<file path="src/plsc_pkg.sv">
package plsc_pkg;

    // register byte offsets
    localparam logic [7:0] OFF_LINK_CAP = 8'h00;
    localparam logic [7:0] OFF_LINK_STAT = 8'h04;
    localparam logic [7:0] OFF_SLOT_CAP = 8'h08;
    localparam logic [7:0] OFF_SLOT_CTRL = 8'h0C;
    localparam logic [7:0] OFF_PCIE_CAP = 8'h10;
    localparam logic [7:0] OFF_INT_STAT = 8'h14;
    localparam logic [7:0] OFF_INT_EN = 8'h18;
    localparam logic [7:0] OFF_INT_CLR = 8'h1C;

    // field positions
    localparam int LCAP_PORT_LSB = 24;
    localparam int LCAP_DLLA_BIT = 20;
    localparam int LCAP_SDN_BIT = 19;
    localparam int LSTAT_SLOTCLK_BIT = 12;
    localparam int LSTAT_DLLA_BIT = 13;
    localparam int SCAP_SCALE_LSB = 15;
    localparam int SCAP_LIMIT_LSB = 7;
    localparam int PCAP_SLOT_BIT = 8;
    localparam int INT_SDN_BIT = 0;
    localparam int INT_SPL_BIT = 1;

    // fixed capability values and reset values
    localparam logic [7:0] PORT_NUMBER = 8'h01;
    localparam logic [1:0] SCALE_RST = 2'h0;
    localparam logic [7:0] LIMIT_RST = 8'h00;
    localparam logic [1:0] INT_RST = 2'h0;
    localparam int NUM_EVT = 2;

    // message sender timing
    localparam int MSG_HOLD_CYC = 1;

    typedef enum logic [1:0] {
        PLSC_SCALE_1X = 2'h0,
        PLSC_SCALE_0P1X = 2'h1,
        PLSC_SCALE_0P01X = 2'h2,
        PLSC_SCALE_0P001X = 2'h3
    } plsc_scale_e;

    typedef enum logic [1:0] {
        PLSC_MSG_IDLE = 2'h0,
        PLSC_MSG_REQ = 2'h1,
        PLSC_MSG_WAIT = 2'h3
    } plsc_msg_e;

    typedef struct packed {
        plsc_scale_e scale;
        logic [7:0] limit;
    } plsc_power_s;

endpackage

</file>
<file path="src/plsc_msg_tx.sv">
`timescale 1ns/1ns
module plsc_msg_tx
    import plsc_pkg::*;
(
    input wire logic aclk,
    input wire logic aresetn,
    input wire logic ce,
    input wire logic kick,
    input wire plsc_power_s power,
    output plsc_power_s msg_power,
    output logic msg_valid,
    input wire logic msg_ready
);

    plsc_msg_e st_r, st_nxt;
    plsc_power_s pw_r, pw_nxt;
    logic pend_r, pend_nxt;
    logic v_r, v_nxt;

    ////////////////////////////////////////////////////////////////////
    always_comb begin
        st_nxt = st_r;
        pw_nxt = pw_r;
        pend_nxt = pend_r | kick;
        v_nxt = v_r;
        case (st_r)
            PLSC_MSG_IDLE: begin
                if (pend_r | kick) begin
                    st_nxt = PLSC_MSG_REQ;
                    pw_nxt = power;
                    pend_nxt = 1'b0;
                    v_nxt = 1'b1;
                end
            end
            PLSC_MSG_REQ: begin
                if (msg_ready) begin
                    st_nxt = PLSC_MSG_WAIT;
                    v_nxt = 1'b0;
                end
            end
            PLSC_MSG_WAIT: st_nxt = PLSC_MSG_IDLE;
            default: st_nxt = PLSC_MSG_IDLE;
        endcase
    end

    always_ff @(posedge aclk) begin
        if (!aresetn) begin
            st_r <= PLSC_MSG_IDLE;
            pw_r <= '{scale: PLSC_SCALE_1X, limit: LIMIT_RST};
            pend_r <= 1'b0;
            v_r <= 1'b0;
        end else if (ce) begin
            st_r <= st_nxt;
            pw_r <= pw_nxt;
            pend_r <= pend_nxt;
            v_r <= v_nxt;
        end
    end

    assign msg_power = pw_r;
    assign msg_valid = v_r;
endmodule

</file>
<file path="src/plsc_top.sv">
// Decided for this implementation: the placing of the registers and the AXI4-Lite interface to the registers.
`timescale 1ns/1ns
// Summary of operation
// root port number in link capabilities reads back fixed 0x01.
// common reference clock option sets link status bit 12.
// slot power scale codes: 0=1.0x, 1=0.1x, 2=0.01x, 3=0.001x.
// slot power scale holds zero after reset.
// each write to slot power scale sends a set slot power message; writes made while a message is still pending share one message.
// integrator enables link active reporting for hot-plug endpoints.
// surprise down reporting detects and reports the error, readable.
// slot capability exists only in root port mode with a slot.
// build-time capability values are read-only constants.
module plsc_top
    import plsc_pkg::*;
#(
    parameter bit ROOT_PORT = 1'b1,
    parameter bit DLL_ACTIVE_REP = 1'b1,
    parameter bit SURPRISE_DOWN_REP = 1'b1,
    parameter bit COMMON_REFCLK = 1'b1,
    parameter bit SLOT_IMPL = 1'b1
) (
    input wire logic aclk,
    input wire logic aresetn,
    input wire logic ce,
    input wire logic [7:0] s_axi_awaddr,
    input wire logic s_axi_awvalid,
    output logic s_axi_awready,
    input wire logic [31:0] s_axi_wdata,
    input wire logic [3:0] s_axi_wstrb,
    input wire logic s_axi_wvalid,
    output logic s_axi_wready,
    output logic [1:0] s_axi_bresp,
    output logic s_axi_bvalid,
    input wire logic s_axi_bready,
    input wire logic [7:0] s_axi_araddr,
    input wire logic s_axi_arvalid,
    output logic s_axi_arready,
    output logic [31:0] s_axi_rdata,
    output logic [1:0] s_axi_rresp,
    output logic s_axi_rvalid,
    input wire logic s_axi_rready,
    input wire logic link_up,
    output plsc_power_s msg_power,
    output logic msg_valid,
    input wire logic msg_ready,
    output logic irq
);

    localparam bit SLOT_EN = ROOT_PORT && SLOT_IMPL;
    localparam logic [1:0] RESP_OK = 2'h0;
    localparam logic [1:0] RESP_ERR = 2'h2;

    ////////////////////////////////////////////////////////////////////
    // write channel state
    logic aw_hold_r, aw_hold_nxt;
    logic w_hold_r, w_hold_nxt;
    logic [7:0] aw_addr_r, aw_addr_nxt;
    logic [31:0] w_data_r, w_data_nxt;
    logic [3:0] w_strb_r, w_strb_nxt;
    logic bvalid_r, bvalid_nxt;
    logic [1:0] bresp_r, bresp_nxt;
    logic awready_r, awready_nxt;
    logic wready_r, wready_nxt;
    // read channel state
    logic arready_r, arready_nxt;
    logic rvalid_r, rvalid_nxt;
    logic [31:0] rdata_r, rdata_nxt;
    logic [1:0] rresp_r, rresp_nxt;
    // block state
    plsc_power_s pw_r, pw_nxt;
    logic [NUM_EVT-1:0] ist_r, ist_nxt;
    logic [NUM_EVT-1:0] ien_r, ien_nxt;
    logic [NUM_EVT-1:0] evt;
    logic [NUM_EVT-1:0] clr;
    logic link_up_d_r, link_up_d_nxt;
    logic irq_r, irq_nxt;
    logic kick;
    logic do_wr;
    logic [31:0] rd_val;
    logic rd_hit;

    ////////////////////////////////////////////////////////////////////
    // event sources
    always_comb begin
        evt = '0;
        evt[INT_SDN_BIT] = SURPRISE_DOWN_REP && ROOT_PORT
            && link_up_d_r && !link_up;
        evt[INT_SPL_BIT] = kick;
        link_up_d_nxt = link_up;
    end

    ////////////////////////////////////////////////////////////////////
    // read mux: link and PCIe capability fields are parameters, never writable; slot capability reads back pw_r
    always_comb begin
        rd_val = 32'h0000_0000;
        rd_hit = 1'b1;
        case (s_axi_araddr)
            OFF_LINK_CAP: begin
                if (ROOT_PORT) begin
                    rd_val[LCAP_PORT_LSB +: 8] = PORT_NUMBER;
                end
                rd_val[LCAP_DLLA_BIT] = ROOT_PORT && DLL_ACTIVE_REP;
                rd_val[LCAP_SDN_BIT] = ROOT_PORT && SURPRISE_DOWN_REP;
            end
            OFF_LINK_STAT: begin
                rd_val[LSTAT_SLOTCLK_BIT] = COMMON_REFCLK;
                rd_val[LSTAT_DLLA_BIT] = DLL_ACTIVE_REP && link_up;
            end
            OFF_SLOT_CAP: begin
                if (SLOT_EN) begin
                    rd_val[SCAP_SCALE_LSB +: 2] = pw_r.scale;
                    rd_val[SCAP_LIMIT_LSB +: 8] = pw_r.limit;
                end else begin
                    rd_hit = 1'b0;
                end
            end
            OFF_SLOT_CTRL: rd_hit = 1'b1;
            OFF_PCIE_CAP: rd_val[PCAP_SLOT_BIT] = SLOT_EN;
            OFF_INT_STAT: rd_val[NUM_EVT-1:0] = ist_r;
            OFF_INT_EN: rd_val[NUM_EVT-1:0] = ien_r;
            OFF_INT_CLR: rd_hit = 1'b1;
            default: rd_hit = 1'b0;
        endcase
    end

    ////////////////////////////////////////////////////////////////////
    // axi4-lite slave
    always_comb begin
        aw_hold_nxt = aw_hold_r;
        w_hold_nxt = w_hold_r;
        aw_addr_nxt = aw_addr_r;
        w_data_nxt = w_data_r;
        w_strb_nxt = w_strb_r;
        bvalid_nxt = bvalid_r;
        bresp_nxt = bresp_r;
        arready_nxt = 1'b0;
        rvalid_nxt = rvalid_r;
        rdata_nxt = rdata_r;
        rresp_nxt = rresp_r;
        pw_nxt = pw_r;
        ien_nxt = ien_r;
        clr = '0;
        kick = 1'b0;
        do_wr = aw_hold_r && w_hold_r && !bvalid_r;
        if (s_axi_awvalid && awready_r) begin
            aw_hold_nxt = 1'b1;
            aw_addr_nxt = s_axi_awaddr;
        end
        if (s_axi_wvalid && wready_r) begin
            w_hold_nxt = 1'b1;
            w_data_nxt = s_axi_wdata;
            w_strb_nxt = s_axi_wstrb;
        end
        if (do_wr) begin
            aw_hold_nxt = 1'b0;
            w_hold_nxt = 1'b0;
            bvalid_nxt = 1'b1;
            bresp_nxt = RESP_OK;
            case (aw_addr_r)
                OFF_SLOT_CTRL: begin
                    if (SLOT_EN && w_strb_r[0]) begin
                        pw_nxt.limit = w_data_r[7:0];
                    end
                    if (SLOT_EN && w_strb_r[1]) begin
                        pw_nxt.scale = plsc_scale_e'(w_data_r[9:8]);
                        kick = 1'b1;
                    end
                    if (!SLOT_EN) begin
                        bresp_nxt = RESP_ERR;
                    end
                end
                OFF_INT_EN: begin
                    if (w_strb_r[0]) begin
                        ien_nxt = w_data_r[NUM_EVT-1:0];
                    end
                end
                OFF_INT_CLR: begin
                    if (w_strb_r[0]) begin
                        clr = w_data_r[NUM_EVT-1:0];
                    end
                end
                OFF_LINK_CAP, OFF_LINK_STAT, OFF_SLOT_CAP, OFF_PCIE_CAP,
                OFF_INT_STAT: bresp_nxt = RESP_OK;
                default: bresp_nxt = RESP_ERR;
            endcase
        end
        if (bvalid_r && s_axi_bready) begin
            bvalid_nxt = 1'b0;
        end
        awready_nxt = !aw_hold_nxt && !bvalid_nxt;
        wready_nxt = !w_hold_nxt && !bvalid_nxt;
        if (s_axi_arvalid && !arready_r && !rvalid_r) begin
            arready_nxt = 1'b1;
            rvalid_nxt = 1'b1;
            rdata_nxt = rd_val;
            rresp_nxt = rd_hit ? RESP_OK : RESP_ERR;
        end
        if (rvalid_r && s_axi_rready) begin
            rvalid_nxt = 1'b0;
        end
    end

    ////////////////////////////////////////////////////////////////////
    // sticky status, set wins over clear
    generate
        for (genvar i = 0; i < NUM_EVT; i++) begin : g_ist
            always_comb begin
                ist_nxt[i] = evt[i] | (ist_r[i] & ~clr[i]);
            end
        end
    endgenerate

    always_comb begin
        irq_nxt = |(ist_nxt & ien_nxt);
    end

    always_ff @(posedge aclk) begin
        if (!aresetn) begin
            aw_hold_r <= 1'b0;
            w_hold_r <= 1'b0;
            aw_addr_r <= 8'h00;
            w_data_r <= 32'h0000_0000;
            w_strb_r <= 4'h0;
            bvalid_r <= 1'b0;
            bresp_r <= RESP_OK;
            awready_r <= 1'b0;
            wready_r <= 1'b0;
            arready_r <= 1'b0;
            rvalid_r <= 1'b0;
            rdata_r <= 32'h0000_0000;
            rresp_r <= RESP_OK;
            pw_r <= '{plsc_scale_e'(SCALE_RST), LIMIT_RST};
            ist_r <= INT_RST;
            ien_r <= INT_RST;
            link_up_d_r <= 1'b0;
            irq_r <= 1'b0;
        end else if (ce) begin
            aw_hold_r <= aw_hold_nxt;
            w_hold_r <= w_hold_nxt;
            aw_addr_r <= aw_addr_nxt;
            w_data_r <= w_data_nxt;
            w_strb_r <= w_strb_nxt;
            bvalid_r <= bvalid_nxt;
            bresp_r <= bresp_nxt;
            awready_r <= awready_nxt;
            wready_r <= wready_nxt;
            arready_r <= arready_nxt;
            rvalid_r <= rvalid_nxt;
            rdata_r <= rdata_nxt;
            rresp_r <= rresp_nxt;
            pw_r <= pw_nxt;
            ist_r <= ist_nxt;
            ien_r <= ien_nxt;
            link_up_d_r <= link_up_d_nxt;
            irq_r <= irq_nxt;
        end
    end

    assign s_axi_awready = awready_r;
    assign s_axi_wready = wready_r;
    assign s_axi_bvalid = bvalid_r;
    assign s_axi_bresp = bresp_r;
    assign s_axi_arready = arready_r;
    assign s_axi_rvalid = rvalid_r;
    assign s_axi_rdata = rdata_r;
    assign s_axi_rresp = rresp_r;
    assign irq = irq_r;

    ////////////////////////////////////////////////////////////////////
    plsc_msg_tx u_msg (
        .aclk(aclk),
        .aresetn(aresetn),
        .ce(ce),
        .kick(ce && kick),
        .power(pw_nxt),
        .msg_power(msg_power),
        .msg_valid(msg_valid),
        .msg_ready(msg_ready)
    );
endmodule

</file>
<file path="config.mk">
export PLATFORM = sky130hd
export DESIGN_NAME = plsc_top
export DESIGN_NICKNAME = d
export VERILOG_FILES = /design/src/plsc_pkg.sv /design/src/plsc_msg_tx.sv /design/src/plsc_top.sv
export SDC_FILE = /design/constraint.sdc
export NUM_CORES = 1
export LEC_CHECK = 0
export BUFFER_PORTS_ARGS = -buffer_cell sky130_fd_sc_hd__buf_2
export CORE_AREA = 2 2 85 87
export DETAILED_ROUTE_END_ITERATION = 10
export DIE_AREA = 0 0 87 89
export PLACE_DENSITY_LB_ADDON = 0.1
export SLEW_MARGIN = 0
export SYNTH_ARGS = -nofsm -noshare
export SYNTH_HDL_FRONTEND = slang
export SYNTH_HIERARCHICAL = 1
export SYNTH_SLANG_ARGS = --single-unit
</file>
<file path="constraint.sdc">
create_clock -name aclk -period 2.65 [get_ports aclk]
set_input_delay 0.1325 -clock aclk [delete_from_list [all_inputs] [get_ports aclk]]
set_output_delay 0.1325 -clock aclk [all_outputs]
set_load 0.01 [all_outputs]
</file>
**Yosys cells after proc, flatten, opt, wreduce, memory -nomap -nowiden**

Index checks and enable logic that the tools add are counted.

- Bits in latches: 0
- Input bits: 62
- RAM bits: 0
- Memories: 0
- Bits in registers: 83
- Bits in read-only memories: 0

- Multiply operators: 0
- $lt $le $gt $ge: 0
- Reduce and logical (&&, ||, !) cells: 35
- Mux-type cells: 40
- Div/mod/pow operators: 0
- $add $sub $neg: 0
- Equality and inequality tests: 17
- Bitwise logic cells: 8
- Shift-type cells: 0

Operator list:

| operator | number |
|---|---|
| 8-bit by 5-bit equality test with 1-bit output (second input constant) | 8 |
| 8-bit by 4-bit equality test with 1-bit output (second input constant) | 4 |
| 2-bit 2-to-1 mux | 12 |
| 10-bit 2-to-1 mux | 2 |
| 1-bit 2-to-1 mux | 18 |
| 8-bit by 3-bit equality test with 1-bit output (second input constant) | 2 |
| 8-bit zero test | 2 |
| 8-bit OR reduction | 2 |
| 1-bit logical AND | 12 |
| 2-bit one-hot mux with 2 select lines | 3 |
| 2-bit AND reduction | 5 |
| 8-bit 2-to-1 mux | 1 |
| 1-bit zero test | 7 |
| 3-bit 2-to-1 mux | 2 |
| 3-bit AND reduction | 2 |
| 1-bit one-hot mux with 2 select lines | 2 |
| 4-bit AND reduction | 1 |
| 2-bit nonzero test | 2 |
| 1-bit bitwise OR | 3 |
| 1-bit bitwise AND | 2 |
| 2-bit bitwise AND | 1 |
| 2-bit by 1-bit equality test with 1-bit output (second input constant) | 1 |
| 2-bit zero test | 1 |
| 2-bit by 1-bit inequality test with 1-bit output (second input constant) | 1 |
| 3 further kinds | 4 |

**Longest topological paths before layout**

- Depth after elaboration: 8
- Mapped depth: 7

**Hierarchy**

The synthesis kept the hierarchy.

Modules (own cells, without submodules):

| module | area each (um2) | times used | seq. area each (um2) | cells an instance |
|---|---|---|---|---|
| plsc_top | 2,750.1 | 1 | 1,161.1 | 305 |
| plsc_msg_tx | 581.8 | 1 | 280.3 | 61 |

**Worst setup path after synthesis**

No wires, ideal clock.

- Kind: register to register
- Start point: reg aw_addr_r[7]
- End point: reg u_msg.pw_r, in the netlist u_msg/msg_power[0]
- Clock period less this slack: 1,835 ps
- Stages on the path, launching flop included: 8
- Data required time: 2,532 ps
- Arrival: 1,717 ps
- Buffers on the path: 1
- Setup slack: 815 ps
- Path through: dfxtp_1 nor3_1 and3_1 or4b_1 clkbuf_1 mux2_2 nand2_1 mux2i_1

RTL lines:

| element | line | text |
|---|---|---|
| from (decl) | plsc_top.sv:57 | `logic [7:0] aw_addr_r, aw_addr_nxt;` |
| from (signal assigned) | plsc_top.sv:240 | `aw_addr_r <= aw_addr_nxt;` |
| to (signal assigned) | plsc_msg_tx.sv:49 | `pw_r <= '{scale: PLSC_SCALE_1X, limit: LIMIT_RST};` |
| to (signal assigned) | plsc_msg_tx.sv:54 | `pw_r <= pw_nxt;` |
| to (decl) | plsc_msg_tx.sv:16 | `plsc_power_s pw_r, pw_nxt;` |

==> impl_metrics.tcl <==
set metrics [dict create \
    status "finished, final reports clean" \
    clockBufferDepth 2 \
    holdBufCountCts 0 \
    multi_input_area_mm2 0.001697 \
    yosys-top-cells-area "dfxtp_1 (43%), nand2_1 (8.0%), mux2i_1 (7.8%)" \
    final.setup.tns_ns 0 \
    cp-start-kind "flip-flop" \
    slew_viol_final 0 \
    drtPass1Iterations 4 \
    intPower_mw 1.684 \
    initialDrtViolationCount 92 \
    vias_per_cell 5.019 \
    clk_latency_ns 0.34 \
    cts_tree "built" \
    sw_frac_of_total_pct 23.69 \
    path_clk_slew_ns 0.08 \
    rows 30 \
    clock_skew_ns 0.01200 \
    ios 115 \
    finalWirelength_um 6735 \
    cts_resized 0 \
    cts_buffers 9 \
    comb_power_share_pct 6.3 \
    max_slew_margin_pct 60.50 \
    vias 2585 \
    min_path_type "input port to flip-flop" \
    place_hpwl_um 4795 \
    seq_power_share_pct 50.2 \
    seq_area_mm2 0.001441 \
    start_util_pct 49.59 \
    avgSynthCellArea_um2 9.104 \
    grt_pass1_vias 2268 \
    die_w_um 87 \
    fmax_mhz 489.2 \
    async_reset_ff_share_pct 0 \
    crit_type "flip-flop to flip-flop" \
    postCtsSetupRepairBufs 0 \
    ant_nets 0 \
    ys_seq_area_share_pct 43.26 \
    synth-xor-area-share_pct 0 \
    final.period_utilization_pct 77.13 \
    synthCells 366 \
    p_sw_uw 522.9 \
    track_usage_pct 18.21 \
    grt_pass1_wl_um 10940 \
    ys.warnings.count 6 \
    synth_top_cells_by_count "dfxtp_1 (72), nand2_1 (71), nor2b_1 (34)" \
    yosys.area_share.adder_pct 0 \
    synth_cell_types 47 \
    cts_max_level 3 \
    wire_per_inst_um 13.08 \
    synth_edf_count 0 \
    worst_pin_slew_ns 0.5924 \
    fillers 615 \
    post-route-drc-count 0 \
    synth-seq-cells 72 \
    clock_sinks 72 \
    synth_top_area_share_pct 43.26 \
    fp.dieArea_mm2 0.007743 \
    total_power_mw 2.207 \
    gp_congestion 0.7969 \
    antenna_found_initial 0 \
    syn-cell-area_mm2 0.003332 \
    rsz0062_at_grt "no" \
    synth_top_family_by_area "simple AND/OR/NAND/NOR gates" \
    cts_root_buf "clkbuf_8" \
    synth_area_leader_cell "dfxtp_1" \
    grt_max_degree 42 \
    core_mm2 0.006719 \
    crit_arrival_ns 2.27 \
    ys.flop_type "dfxtp_1" \
    hold_violations 0 \
    antenna_cells 0 \
    synth_compound_area_share_pct 12.77 \
    layout_min_cycle_time_ns 2.044 \
    fp.dieH_um 89 \
    overflow 0 \
    syn_to_final_growth_pct 15.70 \
    holdWs_ns 0.02961 \
    port_buffers 71 \
    synth.most_common_cell "dfxtp_1" \
    synth-simple-area-share_pct 24.48 \
    muxShareOfSynthArea_pct 11.53 \
    final-setup-viol-count 0 \
    p_leak_nw 1.619 \
    cp.required_ns 2.88 \
    max_cap_violations 0 \
    worstPathMaxFanout 8 \
    peakVddDrop_v 0.0003970 \
    pwr-share-clk_pct 43.5 \
    final_net_count 492 \
    power_density_mw_per_mm2 572.5 \
    cp-end-kind "flip-flop" \
    layout-drive-gt1-share_pct 25.75 \
]
==> worst max-delay path, stage by stage, from the launching register on <==
cell,delay (ns)
dfxtp_1,0.34
nor3_1,0.22
and3_1,0.21
or4b_1,0.66
mux2_2,0.36
nand2_1,0.07
mux2i_1,0.07
==> cells in the final DEF, fill, tap and decap left out, types with 2 or more instances in the layout <==
master and n:
dfxtp_1 72, nand2_1 71, buf_2 71, nor2b_1 34, mux2i_1 26, a21boi_0 24
conb_1 19, a22oi_1 12, mux2_2 11, a21oi_1 11, clkbuf_8 9, nor2_1 7
nand3_1 7, nor3_1 6, inv_1 5, and3_1 4, o21ai_0 4, nand4b_1 3
clkinvlp_4 3, buf_4 3, or4b_1 2, nor4_1 2, a211oi_1 2, bufinv_16 2
==> area by class of cell <==
class                      instances  area share (%)
clock inverter                     7           2.499
multi-input combinational        268           44.01
sequential                        72           37.39
inverter                           5          0.4869
timing repair buffer              74           9.802
tap                               80           2.597
clock buffer                       9           3.213
==> logic make-up after synthesis <==
family,after synthesis
buffers and inverters,44
other,1
multiplexers,37
AO/OA/AOI/OAI,60
flip-flops,72
AND/OR/NAND/NOR,152
==> metal layers <==
layer  vias up  part of all wire [%]  GRT usage (%)
li1       1345                     -              -
met1      1156                    52          25.97
met2        80                    42          26.51
met3         4                   5.7          4.894
met4         0                  0.77          6.392
met5         -                     0              0
==> through the flow <==
| step | util [%] | worst slack [ns] | instance area, um2 | cells |
|---|---|---|---|---|
| 2_1_floorplan | - | 0.8148 | 3400 | 384 |
| 3_3_place_gp | 54.10 | 0.6088 | 3635 | 499 |
| 3_5_place_dp | 54.10 | 0.6035 | 3635 | 499 |
| 4_1_cts | 57.37 | 0.5883 | 3855 | 515 |
| 5_1_grt | 57.37 | 0.4849 | 3855 | 515 |
| 6_report | 57.37 | 0.6061 | 3855 | 515 |
==> path summary, 6_finish.rpt <==
| path | slack, ns | endpoint | cells after the start | start |
|---|---|---|---|---|
| setup / recovery | 0.61 | u_msg/msg_power[2] | 6 | aw_addr_r[7] |
| hold / removal | 0.03 | w_data_r[0] | 3 | s_axi_wdata[0] |
| setup reg to reg | 0.61 | u_msg/msg_power[2] | 6 | aw_addr_r[7] |
| hold reg to reg | 0.46 | u_msg/msg_valid | 2 | u_msg/msg_valid |
==> state kept, by name (all words and copies together), names as in the netlist, 2 cells and up <==
| register | cells |
|---|---|
| aw_addr_r | 8 |
| ien_r | 2 |
| ist_r | 2 |
| pw_r | 10 |
| s_axi_rdata | 13 |
| u_msg/msg_power | 10 |
| u_msg/st_r | 2 |
| w_data_r | 10 |
| w_strb_r | 2 |
==> power groups by stage <==
stage          registers, mW  clock network (mW)  logic, mW
6_report                1.11               0.959      0.139
3_5_place_dp            1.13                   0      0.140
3_3_place_gp            1.13                   0      0.139
4_1_cts                 1.11               0.979      0.140
2_1_floorplan           1.13                   0      0.104
5_1_grt                 1.11                1.04      0.157
Power figures use the tool's default switching activity.
